`src/rsc_map.vh`:
```
`ifndef RSC_MAP_VH
`define RSC_MAP_VH

// ----------------------------------------------------------------------
// clock and timing
// ----------------------------------------------------------------------
`define RSC_CLK_PERIOD_NS     50
`define RSC_EXT_MIN_PULSE_NS  50
`define RSC_BOD_MIN_NS        2000

// least times round up to whole cycles; any nonzero time gives at least one cycle
`define RSC_EXT_MIN_CYC ((`RSC_EXT_MIN_PULSE_NS + `RSC_CLK_PERIOD_NS - 1) / `RSC_CLK_PERIOD_NS)
`define RSC_BOD_MIN_CYC ((`RSC_BOD_MIN_NS + `RSC_CLK_PERIOD_NS - 1) / `RSC_CLK_PERIOD_NS)

// ----------------------------------------------------------------------
// register offsets
// ----------------------------------------------------------------------
`define RSC_CTRL_OFS    8'h00
`define RSC_STATUS_OFS  8'h04
`define RSC_COUNT_OFS   8'h08
`define RSC_TARGET_OFS  8'h0c

// ----------------------------------------------------------------------
// field positions
// ----------------------------------------------------------------------
`define RSC_CTRL_WDT_EN_BIT   0
`define RSC_CTRL_BOD_EN_BIT   1
`define RSC_ST_REQ_LSB        0
`define RSC_ST_REQ_MSB        4
`define RSC_ST_SYSRST_BIT     5
`define RSC_ST_STATE_LSB      6
`define RSC_ST_STATE_MSB      7

// ----------------------------------------------------------------------
// reset values
// ----------------------------------------------------------------------
`define RSC_CTRL_RST          2'h0
`define RSC_RESET_VECTOR      16'h0000

`endif

```
`src/rsc_sync.v`:
```
`timescale 1ns/1ps

// ----------------------------------------------------------------------
// two flip-flop synchroniser for a group of asynchronous levels
// ----------------------------------------------------------------------
module rsc_sync
#(
    parameter WIDTH    = 1,
    parameter [WIDTH-1:0] RST_VAL = {WIDTH{1'b0}}
)
(
    // clock, reset, enable
    input  wire             ref_clk,
    input  wire             rst,
    input  wire             clk_en,
    // levels
    input  wire [WIDTH-1:0] async_in,
    output wire [WIDTH-1:0] sync_out
);

    reg [WIDTH-1:0] meta_r;
    reg [WIDTH-1:0] sync_r;

    // first stage feeds only the second stage
    always @(posedge ref_clk)
    begin
        if (rst)
        begin
            meta_r <= RST_VAL;
            sync_r <= RST_VAL;
        end
        else if (clk_en)
        begin
            meta_r <= async_in;
            sync_r <= meta_r;
        end
    end

    assign sync_out = sync_r;

endmodule

```
`src/rsc_reset_ctrl.v`:
```
// Summary of operation
// - internal reset returns every I/O register to its initial value; here ctrl_r clears only on rst, not on sys_reset
// - on release, instruction fetch starts at the reset vector
// - I/O pins forced to initial state as soon as any request goes active; here io_force is registered and trails a pin by about four cycles
// - delay counter starts only after all requests inactive; reset held till expiry
// - stretch length chosen by the delay-select fuses
// - five request sources: power-on, pin, watchdog, brown-out, scan reset bit
// - pin low longer than about 50 ns requests reset
// - watchdog requests only when enabled and its timeout elapses
// - brown-out requests only when enabled and supply low beyond about 2 us
// - reset held while the scan-chain reset bit holds one
// - power-on request active while supply below detection level
// - supply rising past threshold starts the stretch counter
// - supply falling below detection level reasserts reset at once; here sys_reset rises about three cycles later, behind the synchroniser
// - watchdog timeout gives a one-cycle pulse; stretch starts after it
// - after pin reset, counter starts on pin release, releases after timeout
`timescale 1ns/1ps
`include "rsc_map.vh"

module rsc_reset_ctrl
#(
    parameter CNT_W    = 20,
    parameter DLY_SEL0 = 16,
    parameter DLY_SEL1 = 1024,
    parameter DLY_SEL2 = 16384,
    parameter DLY_SEL3 = 65536
)
(
    // clock, reset, enable
    input  wire        ref_clk,
    input  wire        rst,
    input  wire        clk_en,
    // reset request sources, asynchronous
    input  wire        por_below,
    input  wire        ext_reset_n,
    input  wire        wdt_timeout,
    input  wire        bod_below,
    input  wire        scan_reset_bit,
    // delay selection, static nonvolatile setting
    input  wire [1:0]  delay_select_fuses,
    // register port
    input  wire [7:0]  reg_addr,
    input  wire [31:0] reg_wdata,
    input  wire        reg_wr,
    input  wire        reg_rd,
    output reg  [31:0] reg_rdata,
    // reset outputs
    output reg         sys_reset,
    output reg         io_force,
    output reg         fetch_start,
    output reg  [15:0] fetch_addr
);

    // ------------------------------------------------------------------
    // constants
    // ------------------------------------------------------------------
    localparam [1:0] ST_HOLD    = 2'd0;
    localparam [1:0] ST_STRETCH = 2'd1;
    localparam [1:0] ST_RUN     = 2'd2;

    // filter lengths in whole cycles, cut to the counter width on purpose
    localparam integer EXT_MIN_I = `RSC_EXT_MIN_CYC;
    localparam integer BOD_MIN_I = `RSC_BOD_MIN_CYC;
    localparam [7:0]   EXT_MIN   = EXT_MIN_I[7:0];
    localparam [7:0]   BOD_MIN   = BOD_MIN_I[7:0];

    // ------------------------------------------------------------------
    // input synchronisation
    // ------------------------------------------------------------------
    wire [4:0] sync_lvl;
    wire       por_s;
    wire       ext_n_s;
    wire       wdt_s;
    wire       bod_s;
    wire       scan_s;

    // power-on assumed low-supply and pin assumed released at reset
    rsc_sync #(
        .WIDTH   (5),
        .RST_VAL (5'h03)
    ) rsc_sync_i (
        .ref_clk  (ref_clk),
        .rst      (rst),
        .clk_en   (clk_en),
        .async_in ({scan_reset_bit, bod_below, wdt_timeout, ext_reset_n, por_below}),
        .sync_out (sync_lvl)
    );

    assign por_s   = sync_lvl[0];
    assign ext_n_s = sync_lvl[1];
    assign wdt_s   = sync_lvl[2];
    assign bod_s   = sync_lvl[3];
    assign scan_s  = sync_lvl[4];

    // ------------------------------------------------------------------
    // control register
    // ------------------------------------------------------------------
    reg [1:0] ctrl_r;
    wire      wdt_en;
    wire      bod_en;

    assign wdt_en = ctrl_r[`RSC_CTRL_WDT_EN_BIT];
    assign bod_en = ctrl_r[`RSC_CTRL_BOD_EN_BIT];

    // software write of enables
    always @(posedge ref_clk)
    begin
        if (rst)
            ctrl_r <= `RSC_CTRL_RST;
        else if (clk_en && reg_wr && reg_addr == `RSC_CTRL_OFS)
            ctrl_r <= reg_wdata[1:0];
    end

    // ------------------------------------------------------------------
    // external pin pulse-width filter
    // ------------------------------------------------------------------
    reg  [7:0] ext_cnt_r;
    wire       ext_req;

    // count consecutive low samples, saturating at the minimum width
    always @(posedge ref_clk)
    begin
        if (rst)
            ext_cnt_r <= 8'h00;
        else if (clk_en)
        begin
            if (ext_n_s)
                ext_cnt_r <= 8'h00;
            else if (ext_cnt_r < EXT_MIN)
                ext_cnt_r <= ext_cnt_r + 8'h01;
        end
    end

    assign ext_req = (ext_cnt_r >= EXT_MIN);

    // ------------------------------------------------------------------
    // brown-out duration filter
    // ------------------------------------------------------------------
    reg  [7:0] bod_cnt_r;
    wire       bod_req;

    // supply must stay low for the minimum period while enabled
    always @(posedge ref_clk)
    begin
        if (rst)
            bod_cnt_r <= 8'h00;
        else if (clk_en)
        begin
            if (!bod_en || !bod_s)
                bod_cnt_r <= 8'h00;
            else if (bod_cnt_r < BOD_MIN)
                bod_cnt_r <= bod_cnt_r + 8'h01;
        end
    end

    assign bod_req = bod_en && (bod_cnt_r >= BOD_MIN);

    // ------------------------------------------------------------------
    // watchdog timeout to one-cycle pulse
    // ------------------------------------------------------------------
    reg  wdt_prev_r;
    wire wdt_pulse;

    // edge detect on the synchronised level
    // only the rising edge counts, so a timeout level left high resets once
    always @(posedge ref_clk)
    begin
        if (rst)
            wdt_prev_r <= 1'b0;
        else if (clk_en)
            wdt_prev_r <= wdt_s;
    end

    assign wdt_pulse = wdt_en && wdt_s && !wdt_prev_r;

    // ------------------------------------------------------------------
    // request combination
    // ------------------------------------------------------------------
    wire [4:0] req_vec;
    wire       req_any;

    // power-on, pin, watchdog, brown-out, scan bit
    assign req_vec = {scan_s, bod_req, wdt_pulse, ext_req, por_s};
    assign req_any = |req_vec;

    // ------------------------------------------------------------------
    // stretch target selection
    // ------------------------------------------------------------------
    reg [CNT_W-1:0] tgt_sel;
    reg [CNT_W-1:0] tgt_r;

    // fuse setting picks the stretch length
    always @*
    begin
        case (delay_select_fuses)
            2'd0:    tgt_sel = DLY_SEL0[CNT_W-1:0];
            2'd1:    tgt_sel = DLY_SEL1[CNT_W-1:0];
            2'd2:    tgt_sel = DLY_SEL2[CNT_W-1:0];
            default: tgt_sel = DLY_SEL3[CNT_W-1:0];
        endcase
    end

    // ------------------------------------------------------------------
    // reset sequencer
    // ------------------------------------------------------------------
    reg [1:0]       state_r;
    reg [1:0]       state_nxt;
    reg [CNT_W-1:0] cnt_r;
    reg [CNT_W-1:0] cnt_nxt;
    reg [CNT_W-1:0] tgt_nxt;
    reg             sys_reset_nxt;
    reg             fetch_start_nxt;

    // a request seen in any state sends the sequence back to hold, so a
    // glitch during the stretch restarts the whole delay
    // next-state logic of the stretch sequence
    always @*
    begin
        state_nxt       = state_r;
        cnt_nxt         = cnt_r;
        tgt_nxt         = tgt_r;
        sys_reset_nxt   = sys_reset;
        fetch_start_nxt = 1'b0;
        case (state_r)
            ST_HOLD:
            begin
                sys_reset_nxt = 1'b1;
                cnt_nxt       = {CNT_W{1'b0}};
                if (!req_any)
                begin
                    state_nxt = ST_STRETCH;
                    tgt_nxt   = tgt_sel;
                end
            end
            ST_STRETCH:
            begin
                sys_reset_nxt = 1'b1;
                if (req_any)
                begin
                    state_nxt = ST_HOLD;
                    cnt_nxt   = {CNT_W{1'b0}};
                end
                else if (cnt_r >= tgt_r - {{(CNT_W-1){1'b0}}, 1'b1})
                begin
                    state_nxt       = ST_RUN;
                    sys_reset_nxt   = 1'b0;
                    fetch_start_nxt = 1'b1;
                    cnt_nxt         = {CNT_W{1'b0}};
                end
                else
                    cnt_nxt = cnt_r + {{(CNT_W-1){1'b0}}, 1'b1};
            end
            ST_RUN:
            begin
                sys_reset_nxt = 1'b0;
                if (req_any)
                begin
                    state_nxt     = ST_HOLD;
                    sys_reset_nxt = 1'b1;
                end
            end
            default:
            begin
                state_nxt     = ST_HOLD;
                sys_reset_nxt = 1'b1;
            end
        endcase
    end

    // sequencer registers, released only on a clock edge
    always @(posedge ref_clk)
    begin
        if (rst)
        begin
            state_r     <= ST_HOLD;
            cnt_r       <= {CNT_W{1'b0}};
            tgt_r       <= {CNT_W{1'b0}};
            sys_reset   <= 1'b1;
            fetch_start <= 1'b0;
        end
        else if (clk_en)
        begin
            state_r     <= state_nxt;
            cnt_r       <= cnt_nxt;
            tgt_r       <= tgt_nxt;
            sys_reset   <= sys_reset_nxt;
            fetch_start <= fetch_start_nxt;
        end
    end

    // ------------------------------------------------------------------
    // port forcing and fetch address
    // ------------------------------------------------------------------
    // port force follows the raw requests, ahead of the stretched reset;
    // it is registered behind the synchronisers, so it trails a pin by
    // about four cycles and needs the clock running
    always @(posedge ref_clk)
    begin
        if (rst)
        begin
            io_force   <= 1'b1;
            fetch_addr <= `RSC_RESET_VECTOR;
        end
        else if (clk_en)
        begin
            io_force   <= req_any;
            fetch_addr <= `RSC_RESET_VECTOR;
        end
    end

    // ------------------------------------------------------------------
    // register read port
    // ------------------------------------------------------------------
    reg [31:0] rd_mux;

    // address decode of readable registers
    always @*
    begin
        rd_mux = 32'h00000000;
        if (reg_addr == `RSC_CTRL_OFS)
            rd_mux = {30'h00000000, ctrl_r};
        else if (reg_addr == `RSC_STATUS_OFS)
            rd_mux = {24'h000000, state_r, sys_reset, req_vec};
        else if (reg_addr == `RSC_COUNT_OFS)
            rd_mux = {{(32-CNT_W){1'b0}}, cnt_r};
        else if (reg_addr == `RSC_TARGET_OFS)
            rd_mux = {{(32-CNT_W){1'b0}}, tgt_r};
    end

    // read data stands one cycle after the strobe only
    // zero outside that cycle keeps a stale value off the bus
    always @(posedge ref_clk)
    begin
        if (rst)
            reg_rdata <= 32'h00000000;
        else if (clk_en)
        begin
            if (reg_rd)
                reg_rdata <= rd_mux;
            else
                reg_rdata <= 32'h00000000;
        end
    end

endmodule

```
`config.mk`:
```
export PLATFORM = sky130hd
export DESIGN_NAME = rsc_reset_ctrl
export DESIGN_NICKNAME = d
export VERILOG_FILES = /design/src/rsc_sync.v /design/src/rsc_reset_ctrl.v
export VERILOG_INCLUDE_DIRS = /design/src
export SDC_FILE = /design/constraint.sdc
export NUM_CORES = 1
export LEC_CHECK = 0
export BUFFER_PORTS_ARGS = -buffer_cell sky130_fd_sc_hd__buf_4
export CORE_MARGIN = 2
export CORE_UTILIZATION = 50
export CTS_CLUSTER_DIAMETER = 200
export CTS_CLUSTER_SIZE = 28
export DETAILED_ROUTE_END_ITERATION = 8
export PLACE_DENSITY = 0.76
export SLEW_MARGIN = 40
export SYNTH_ARGS = -nofsm -noshare
export SYNTH_HDL_FRONTEND = slang
export SYNTH_SLANG_ARGS = --single-unit
```
`constraint.sdc`:
```
create_clock -name ref_clk -period 3.52 [get_ports ref_clk]
set_input_delay 0.88 -clock ref_clk [delete_from_list [all_inputs] [get_ports ref_clk]]
set_output_delay 0.88 -clock ref_clk [all_outputs]
set_load 0.1 [all_outputs]
```
=== Yosys cells after proc, flatten, opt, wreduce, memory -nomap -nowiden ===
Index checks and enable logic that the tools add are counted.

* Flip-flop bits (word level): 106
* Output and inout port bits: 51
* Logic and storage cells: 79

* Add/subtract/negate cells: 4
* $lt $le $gt $ge: 5
* Equal/unequal tests: 10
* Multiplexer cells: 25
* Bitwise logic cells: 1
* Reduce and logical (&&, ||, !) cells: 21

{| class="wikitable"
|+ Operators with widths
! operator !! number
|-
| 20-bit two-way mux || 6
|-
| 17-bit case mux with 3 select lines || 1
|-
| 20-bit case mux with 2 select lines || 1
|-
| 32-bit two-way mux || 1
|-
| 8-bit two-way mux || 4
|-
| 20-bit by 1-bit adder with 20-bit output, second input constant || 1
|-
| 20-bit >= comparator || 1
|-
| 20-bit by 1-bit subtractor with 20-bit output, second input constant || 1
|-
| 8-bit by 1-bit adder with 8-bit output, second input constant || 2
|-
| 8-bit by 4-bit == test with 1-bit output, second input constant || 2
|-
| 8-bit by 3-bit == test with 1-bit output, second input constant || 1
|-
| 8-bit by 1-bit >= comparator with 1-bit output, second input constant || 1
|-
| 8-bit by 6-bit >= comparator with 1-bit output, second input constant || 1
|-
| 8-bit logical NOT || 1
|-
| 8-bit by 1-bit less-than comparator with 1-bit output, second input constant || 1
|-
| 8-bit by 6-bit less-than comparator with 1-bit output, second input constant || 1
|-
| 2-bit two-way mux || 4
|-
| 1-bit two-way mux || 6
|-
| 2-bit case mux with 3 select lines || 1
|-
| 2-bit AND reduction || 3
|-
| 2-bit nonzero test || 3
|-
| 1-bit logical AND || 5
|-
| 5-bit OR reduction || 1
|-
| 2-bit by 1-bit == test with 1-bit output, second input constant || 2
|-
| other kinds (10) || 15
|}

=== Logic depth before layout (Yosys ltp) ===
* Depth after elaboration: 6
* Mapped depth: 12
* Depth with buffers taken out: 11

=== Modules after synthesis ===
Synthesis repeated with hierarchy kept, for this count alone.

* Cell total of the unflattened synthesis: 464
* Area, all modules: 4050.1 sq um

{| class="wikitable"
|+ By module, submodules not included
! module !! times used !! cells an instance !! area an instance (sq um) !! seq. area each (sq um)
|-
| rsc_reset_ctrl || 1 || 432 || 3687.3 || 1361.3
|-
| rsc_sync || 1 || 32 || 362.8 || 200.2
|}

=== Least setup slack after synthesis ===
OpenSTA, ideal clock, no wires.

* Kind: reg-to-reg
* Start: reg tgt_r[4]
* End: reg cnt_r[10]
* Library setup time: 0.062 ns
* Arrival time: 2.714 ns
* Data required time: 3.458 ns
* Setup slack: 0.744 ns
* Cell stages (with the launch flop): 11
* Period minus slack after synthesis: 2.776 ns
* Path through: dfxtp_1 > or3_1 > or2_2 > ha_1 > nand4_1 > nor2_1 > nor4_1 > nand4_2 > a21o_1 > buf_6 > nor2_4

* Cells in the longest elaborated chain, start to end: 5

{| class="wikitable"
|+ Ends and longest elaborated chain
! element !! RTL line !! RTL
|-
| start: declaration || rsc_reset_ctrl.v:190 || <nowiki>reg [CNT_W-1:0] tgt_r;</nowiki>
|-
| start signal: assignment || rsc_reset_ctrl.v:277 || <nowiki>tgt_r <= {CNT_W{1'b0}};</nowiki>
|-
| start signal: assignment || rsc_reset_ctrl.v:285 || <nowiki>tgt_r <= tgt_nxt;</nowiki>
|-
| 20-bit by 1-bit subtractor with 20-bit output || rsc_reset_ctrl.v:243 || <nowiki>else if (cnt_r >= tgt_r - {{(CNT_W-1){1'b0}}, 1'b1})</nowiki>
|-
| 20-bit >= comparator || rsc_reset_ctrl.v:243 ||
|-
| 20-bit two-way mux || rsc_reset_ctrl.v:243 ||
|-
| 20-bit two-way mux || rsc_reset_ctrl.v:238 || <nowiki>if (req_any)</nowiki>
|-
| 20-bit case mux with 2 select lines || rsc_reset_ctrl.v:224 || <nowiki>case (state_r)</nowiki>
|-
| end signal: assignment || rsc_reset_ctrl.v:276 || <nowiki>cnt_r <= {CNT_W{1'b0}};</nowiki>
|-
| end signal: assignment || rsc_reset_ctrl.v:284 || <nowiki>cnt_r <= cnt_nxt;</nowiki>
|-
| end: declaration || rsc_reset_ctrl.v:208 || <nowiki>reg [CNT_W-1:0] cnt_r;</nowiki>
|}

Every way passes these cells.
A chain may end at the register's enable or synchronous reset.

=== Worst setup path after layout ===
* Start: reg tgt_r[4]
* End: reg cnt_r[5]

The elaborated chain is that of the path after synthesis.

==> impl_summary.log <==
[metrics] syn_area_per_cell: 8.78 sq um
[metrics] global-route wire length before repair: 14100 microns
[metrics] starting density of the core: 0.523
[metrics] slew of the pin with the lowest slew margin: approximately 0.75 ns
[metrics] Syn Inst Count: 465
[metrics] highest fanout seen on the critical path: 15
[metrics] area share of the leading cell type in the synthesized netlist: 0.382
[metrics] minimum period implied by the final worst setup slack: 3.06 ns
[metrics] master of the slowest instance on the critical path: or3_1
[metrics] setup_tns: 0 ns
[metrics] Synth cell types: 50
[metrics] DRC violation count after routing: 0
[metrics] Clk pwr share: 0.344
[metrics] critical hold path startpoint: reg_rdata[2]
[metrics] number of nets still failing antenna checks after routing: 0
[metrics] area of the die: 0.00890 sq mm
[metrics] Setup crit end kind: flip-flop
[metrics] Floorplan Core Area: 0.00781 sq mm
[metrics] total CTS buffers: 9
[metrics] Pins Over Slew Limit: 0
[metrics] master cell of the clock root buffer: clkbuf_8
[metrics] all-layer global routing usage: 0.202
[metrics] die outline height: 94.4 microns
[metrics] Post-Synthesis Cell Area: 0.00408 sq mm
[metrics] register-to-register setup slack: approximately 0.46 ns
[metrics] combinational cell fraction of total power: 0.173
[metrics] CTS Hold Buffers Added: 0
[metrics] cell depth of the worst hold path: 2
[metrics] TritonCTS clock tree: done
[metrics] growth of design area from synthesis to finish: 12.8%
[metrics] post-CTS resize count: 0
[metrics] Post-synth EDFFs: 0
[metrics] clk buf depth: 2
[metrics] number of buffers inserted to repair setup after CTS: 0
[metrics] initial antenna violation count: 0
[metrics] total of flip-flops plus latches after synthesis: 78
[metrics] sequential cell fraction of total power: 0.484
[metrics] total number of vias: 3277
[metrics] # rows: 32
[metrics] WP data arrival: between 3 and 4 ns
[metrics] share of the cycle needed by the critical path after routing: 0.869
[metrics] hold-critical path endpoint: reg_rdata[2]
[metrics] area of the multi-input gates: between 0.002 and 0.0025 sq mm
[metrics] via count of the first global-routing pass: around 3100
[metrics] maximum operating frequency: about 0.33 GHz
[metrics] power per cell area: 409 mW/mm^2
[metrics] net switching component of the power: 573 uW
[metrics] dominant cells by area after synthesis: dfxtp_1 (38%), ha_1 (8.0%), buf_4 (5.1%)
[metrics] sequential fraction of the synthesis area: 0.382
[metrics] Crit Path Class: reg -> reg
[metrics] total wire length after detailed routing: 8450 microns
[metrics] critical register-to-register path endpoint: cnt_r[5]
[metrics] VDD IR max: 0.000232 V
[metrics] most common flop cell mapped by yosys: dfxtp_1
[metrics] static leakage: 1.92 nW
[metrics] register area: approximately 0.0016 sq mm
[metrics] Hold WS: 0.464 ns
[metrics] placed wire-length estimate: 6050 microns
[metrics] count of H-tree levels built during CTS: 3
[metrics] nature of the critical path startpoint: flip-flop
[metrics] Overall Power: about 1.9 mW
[metrics] Tightest Hold Check Type: reg -> reg
[metrics] Pre-Repair DR Iteration Count: 4
[metrics] net total in the final layout: between 500 and 600
[metrics] Maximum Capacitance Violations: 0
[metrics] clock-pin slew on the worst setup and hold paths: 0.07 ns
[metrics] required time of the critical path: 3.80 ns
[metrics] Warnings, synthesis: 0
[metrics] Port Buf Inserts: 44
[metrics] worst-case reg-to-reg path depth: 11
[metrics] placer's final routability congestion estimate: 0.839
[metrics] fraction of power spent switching nets: 0.304
[metrics] tightest slew margin relative to the limit: 0.499
[metrics] R2R Path Start: tgt_r[4]
[metrics] Wirelength per Cell: 13.8 microns
[metrics] source-to-sink clock delay at the later pin of the worst-skew pair: 0.35 ns
[metrics] Via density: 5.34
[metrics] Final Hold Vio Count: 0
[metrics] largest net degree at the start of global routing: 54
[metrics] first-iteration detailed-routing DRC count: 171
[metrics] cell taking the most area after synthesis: dfxtp_1
[metrics] list of cells traversed by the critical path: or3_1, or2_2, ha_1, nand4_1, nor2_1, nor4_1, buf_4, nand4_2, a21o_1, buf_4, nor2_1
[metrics] run status: complete, no violations
[metrics] filler cell count: 697
[metrics] antenna diode count: 0
[metrics] clock net sink count: 78
[metrics] setup repair after global routing missed its margin: false
[metrics] io pins: 103
[metrics] setup skew after layout: 0.00888 ns
[metrics] Final Setup Violations: 0
[metrics] share of flip-flops with an asynchronous set or reset after synthesis: 0
[metrics] Finished Core Util: 0.590
[metrics] internal power component: 1.31 mW
[metrics] width of the die: 94.4 microns
[metrics] share of post-route cells with drive strength above 1: 0.168
[metrics] maximum cell stage delay along the critical path: around 0.47 ns
[metrics] remaining global-route overflow: 0
## cell type report
cell class	instances	area share
Clock buffer	10	0.0299
Clock inverter	4	0.0106
Inverter	15	0.0122
Multi-Input combinational cell	352	0.494
Sequential cell	78	0.339
Tap cell	102	0.0277
Timing Repair Buffer	53	0.0864
## power groups by stage
stage	logic (mW)	registers, mW	clock network, mW
5_1_grt	0.347	0.913	0.699
3_5_place_dp	0.323	0.932	0
6_report	0.325	0.912	0.647
4_1_cts	0.324	0.911	0.662
3_3_place_gp	0.317	0.931	0
2_1_floorplan	0.281	0.943	0
## placed cells by master (no fill, tap or decap), types with 13 or more instances in the layout
cell     Yosys  final
inv_1       15     15
nand3_1     17     17
a21oi_1     31     31
ha_1        26     26
dfxtp_1     78     78
nand2_1     31     31
a22oi_1     14     14
mux2i_1     13     13
nor2_1      56     56
conb_1       1     28
buf_4       28     53
xor2_1      13     13
## worst max-delay path: cells and delay by family, from the launching register on
kind            cells  cell delay [ns]
compound gates      1             0.21
fa+ha+maj           1             0.29
buf+inv             2             0.42
flops               1             0.43
simple gates        7             1.64
## state kept, by name (all words and copies together) (netlist names), 4 cells and up
register,cells
bod_cnt_r,8
tgt_r,4
reg_rdata,20
rsc_sync_i.sync_out,5
rsc_sync_i.meta_r,5
ext_cnt_r,8
cnt_r,20
## cells in the mapped netlist (3+ instances only)
cell type  number
nand2b_1        8
a22oi_1        14
ha_1           26
nand3_1        17
nand4_1         8
a21oi_1        31
xor2_1         13
nor3_1          6
dfxtp_1        78
and3_1         10
a21o_1          6
a31oi_1         5
and2_1          6
nor2_1         56
mux2i_1        13
nor2b_1         5
clkbuf_1       17
nand3b_1        3
inv_1          15
buf_4          28
o21ai_0         7
or3_1           7
a211o_1         5
nand2_1        31
nor2_4         10
xnor2_1         9
nor4_1          3
## metal layers
metal	up-vias	track usage	part of all wire
met3	16	0.0279	0.041
met2	87	0.343	0.49
met5	-	0	0
li1	1637	-	-
met4	0	0.0966	0.020
met1	1537	0.252	0.45
## cell families (layout without fill, tap and decap cells)
kind of cell / count (synthesis) / in the layout / synth area share
simple gates: 184 / 184 / 0.248
flops: 78 / 78 / 0.382
compound gates: 77 / 77 / 0.120
buf+inv: 62 / 82 / 0.0846
fa+ha+maj: 26 / 26 / 0.0797
xor+xnor: 22 / 22 / 0.0472
mux: 15 / 15 / 0.0374
other cells: 1 / 28 / 0.000919
## through the flow
step / instances / area, sq um / setup WS, ns
3_3_place_gp: 600 / 4420 / 0.551
5_1_grt: 614 / 4610 / 0.312
2_1_floorplan: 492 / 4180 / 0.744
6_report: 614 / 4610 / 0.462
3_5_place_dp: 600 / 4420 / 0.489
4_1_cts: 614 / 4610 / 0.465
## how the worst max path moves through the flow
stage / to / startpoint / depth (start not counted)
global placement: cnt_r[19] / tgt_r[4] / 11
floorplan: cnt_r[10] / tgt_r[4] / 10
global route: cnt_r[1] / tgt_r[4] / 10
detailed placement: cnt_r[6] / tgt_r[4] / 11
CTS: cnt_r[5] / tgt_r[4] / 11
finish: cnt_r[5] / tgt_r[4] / 11
Note: power is estimated with default switching activity, not from simulation.
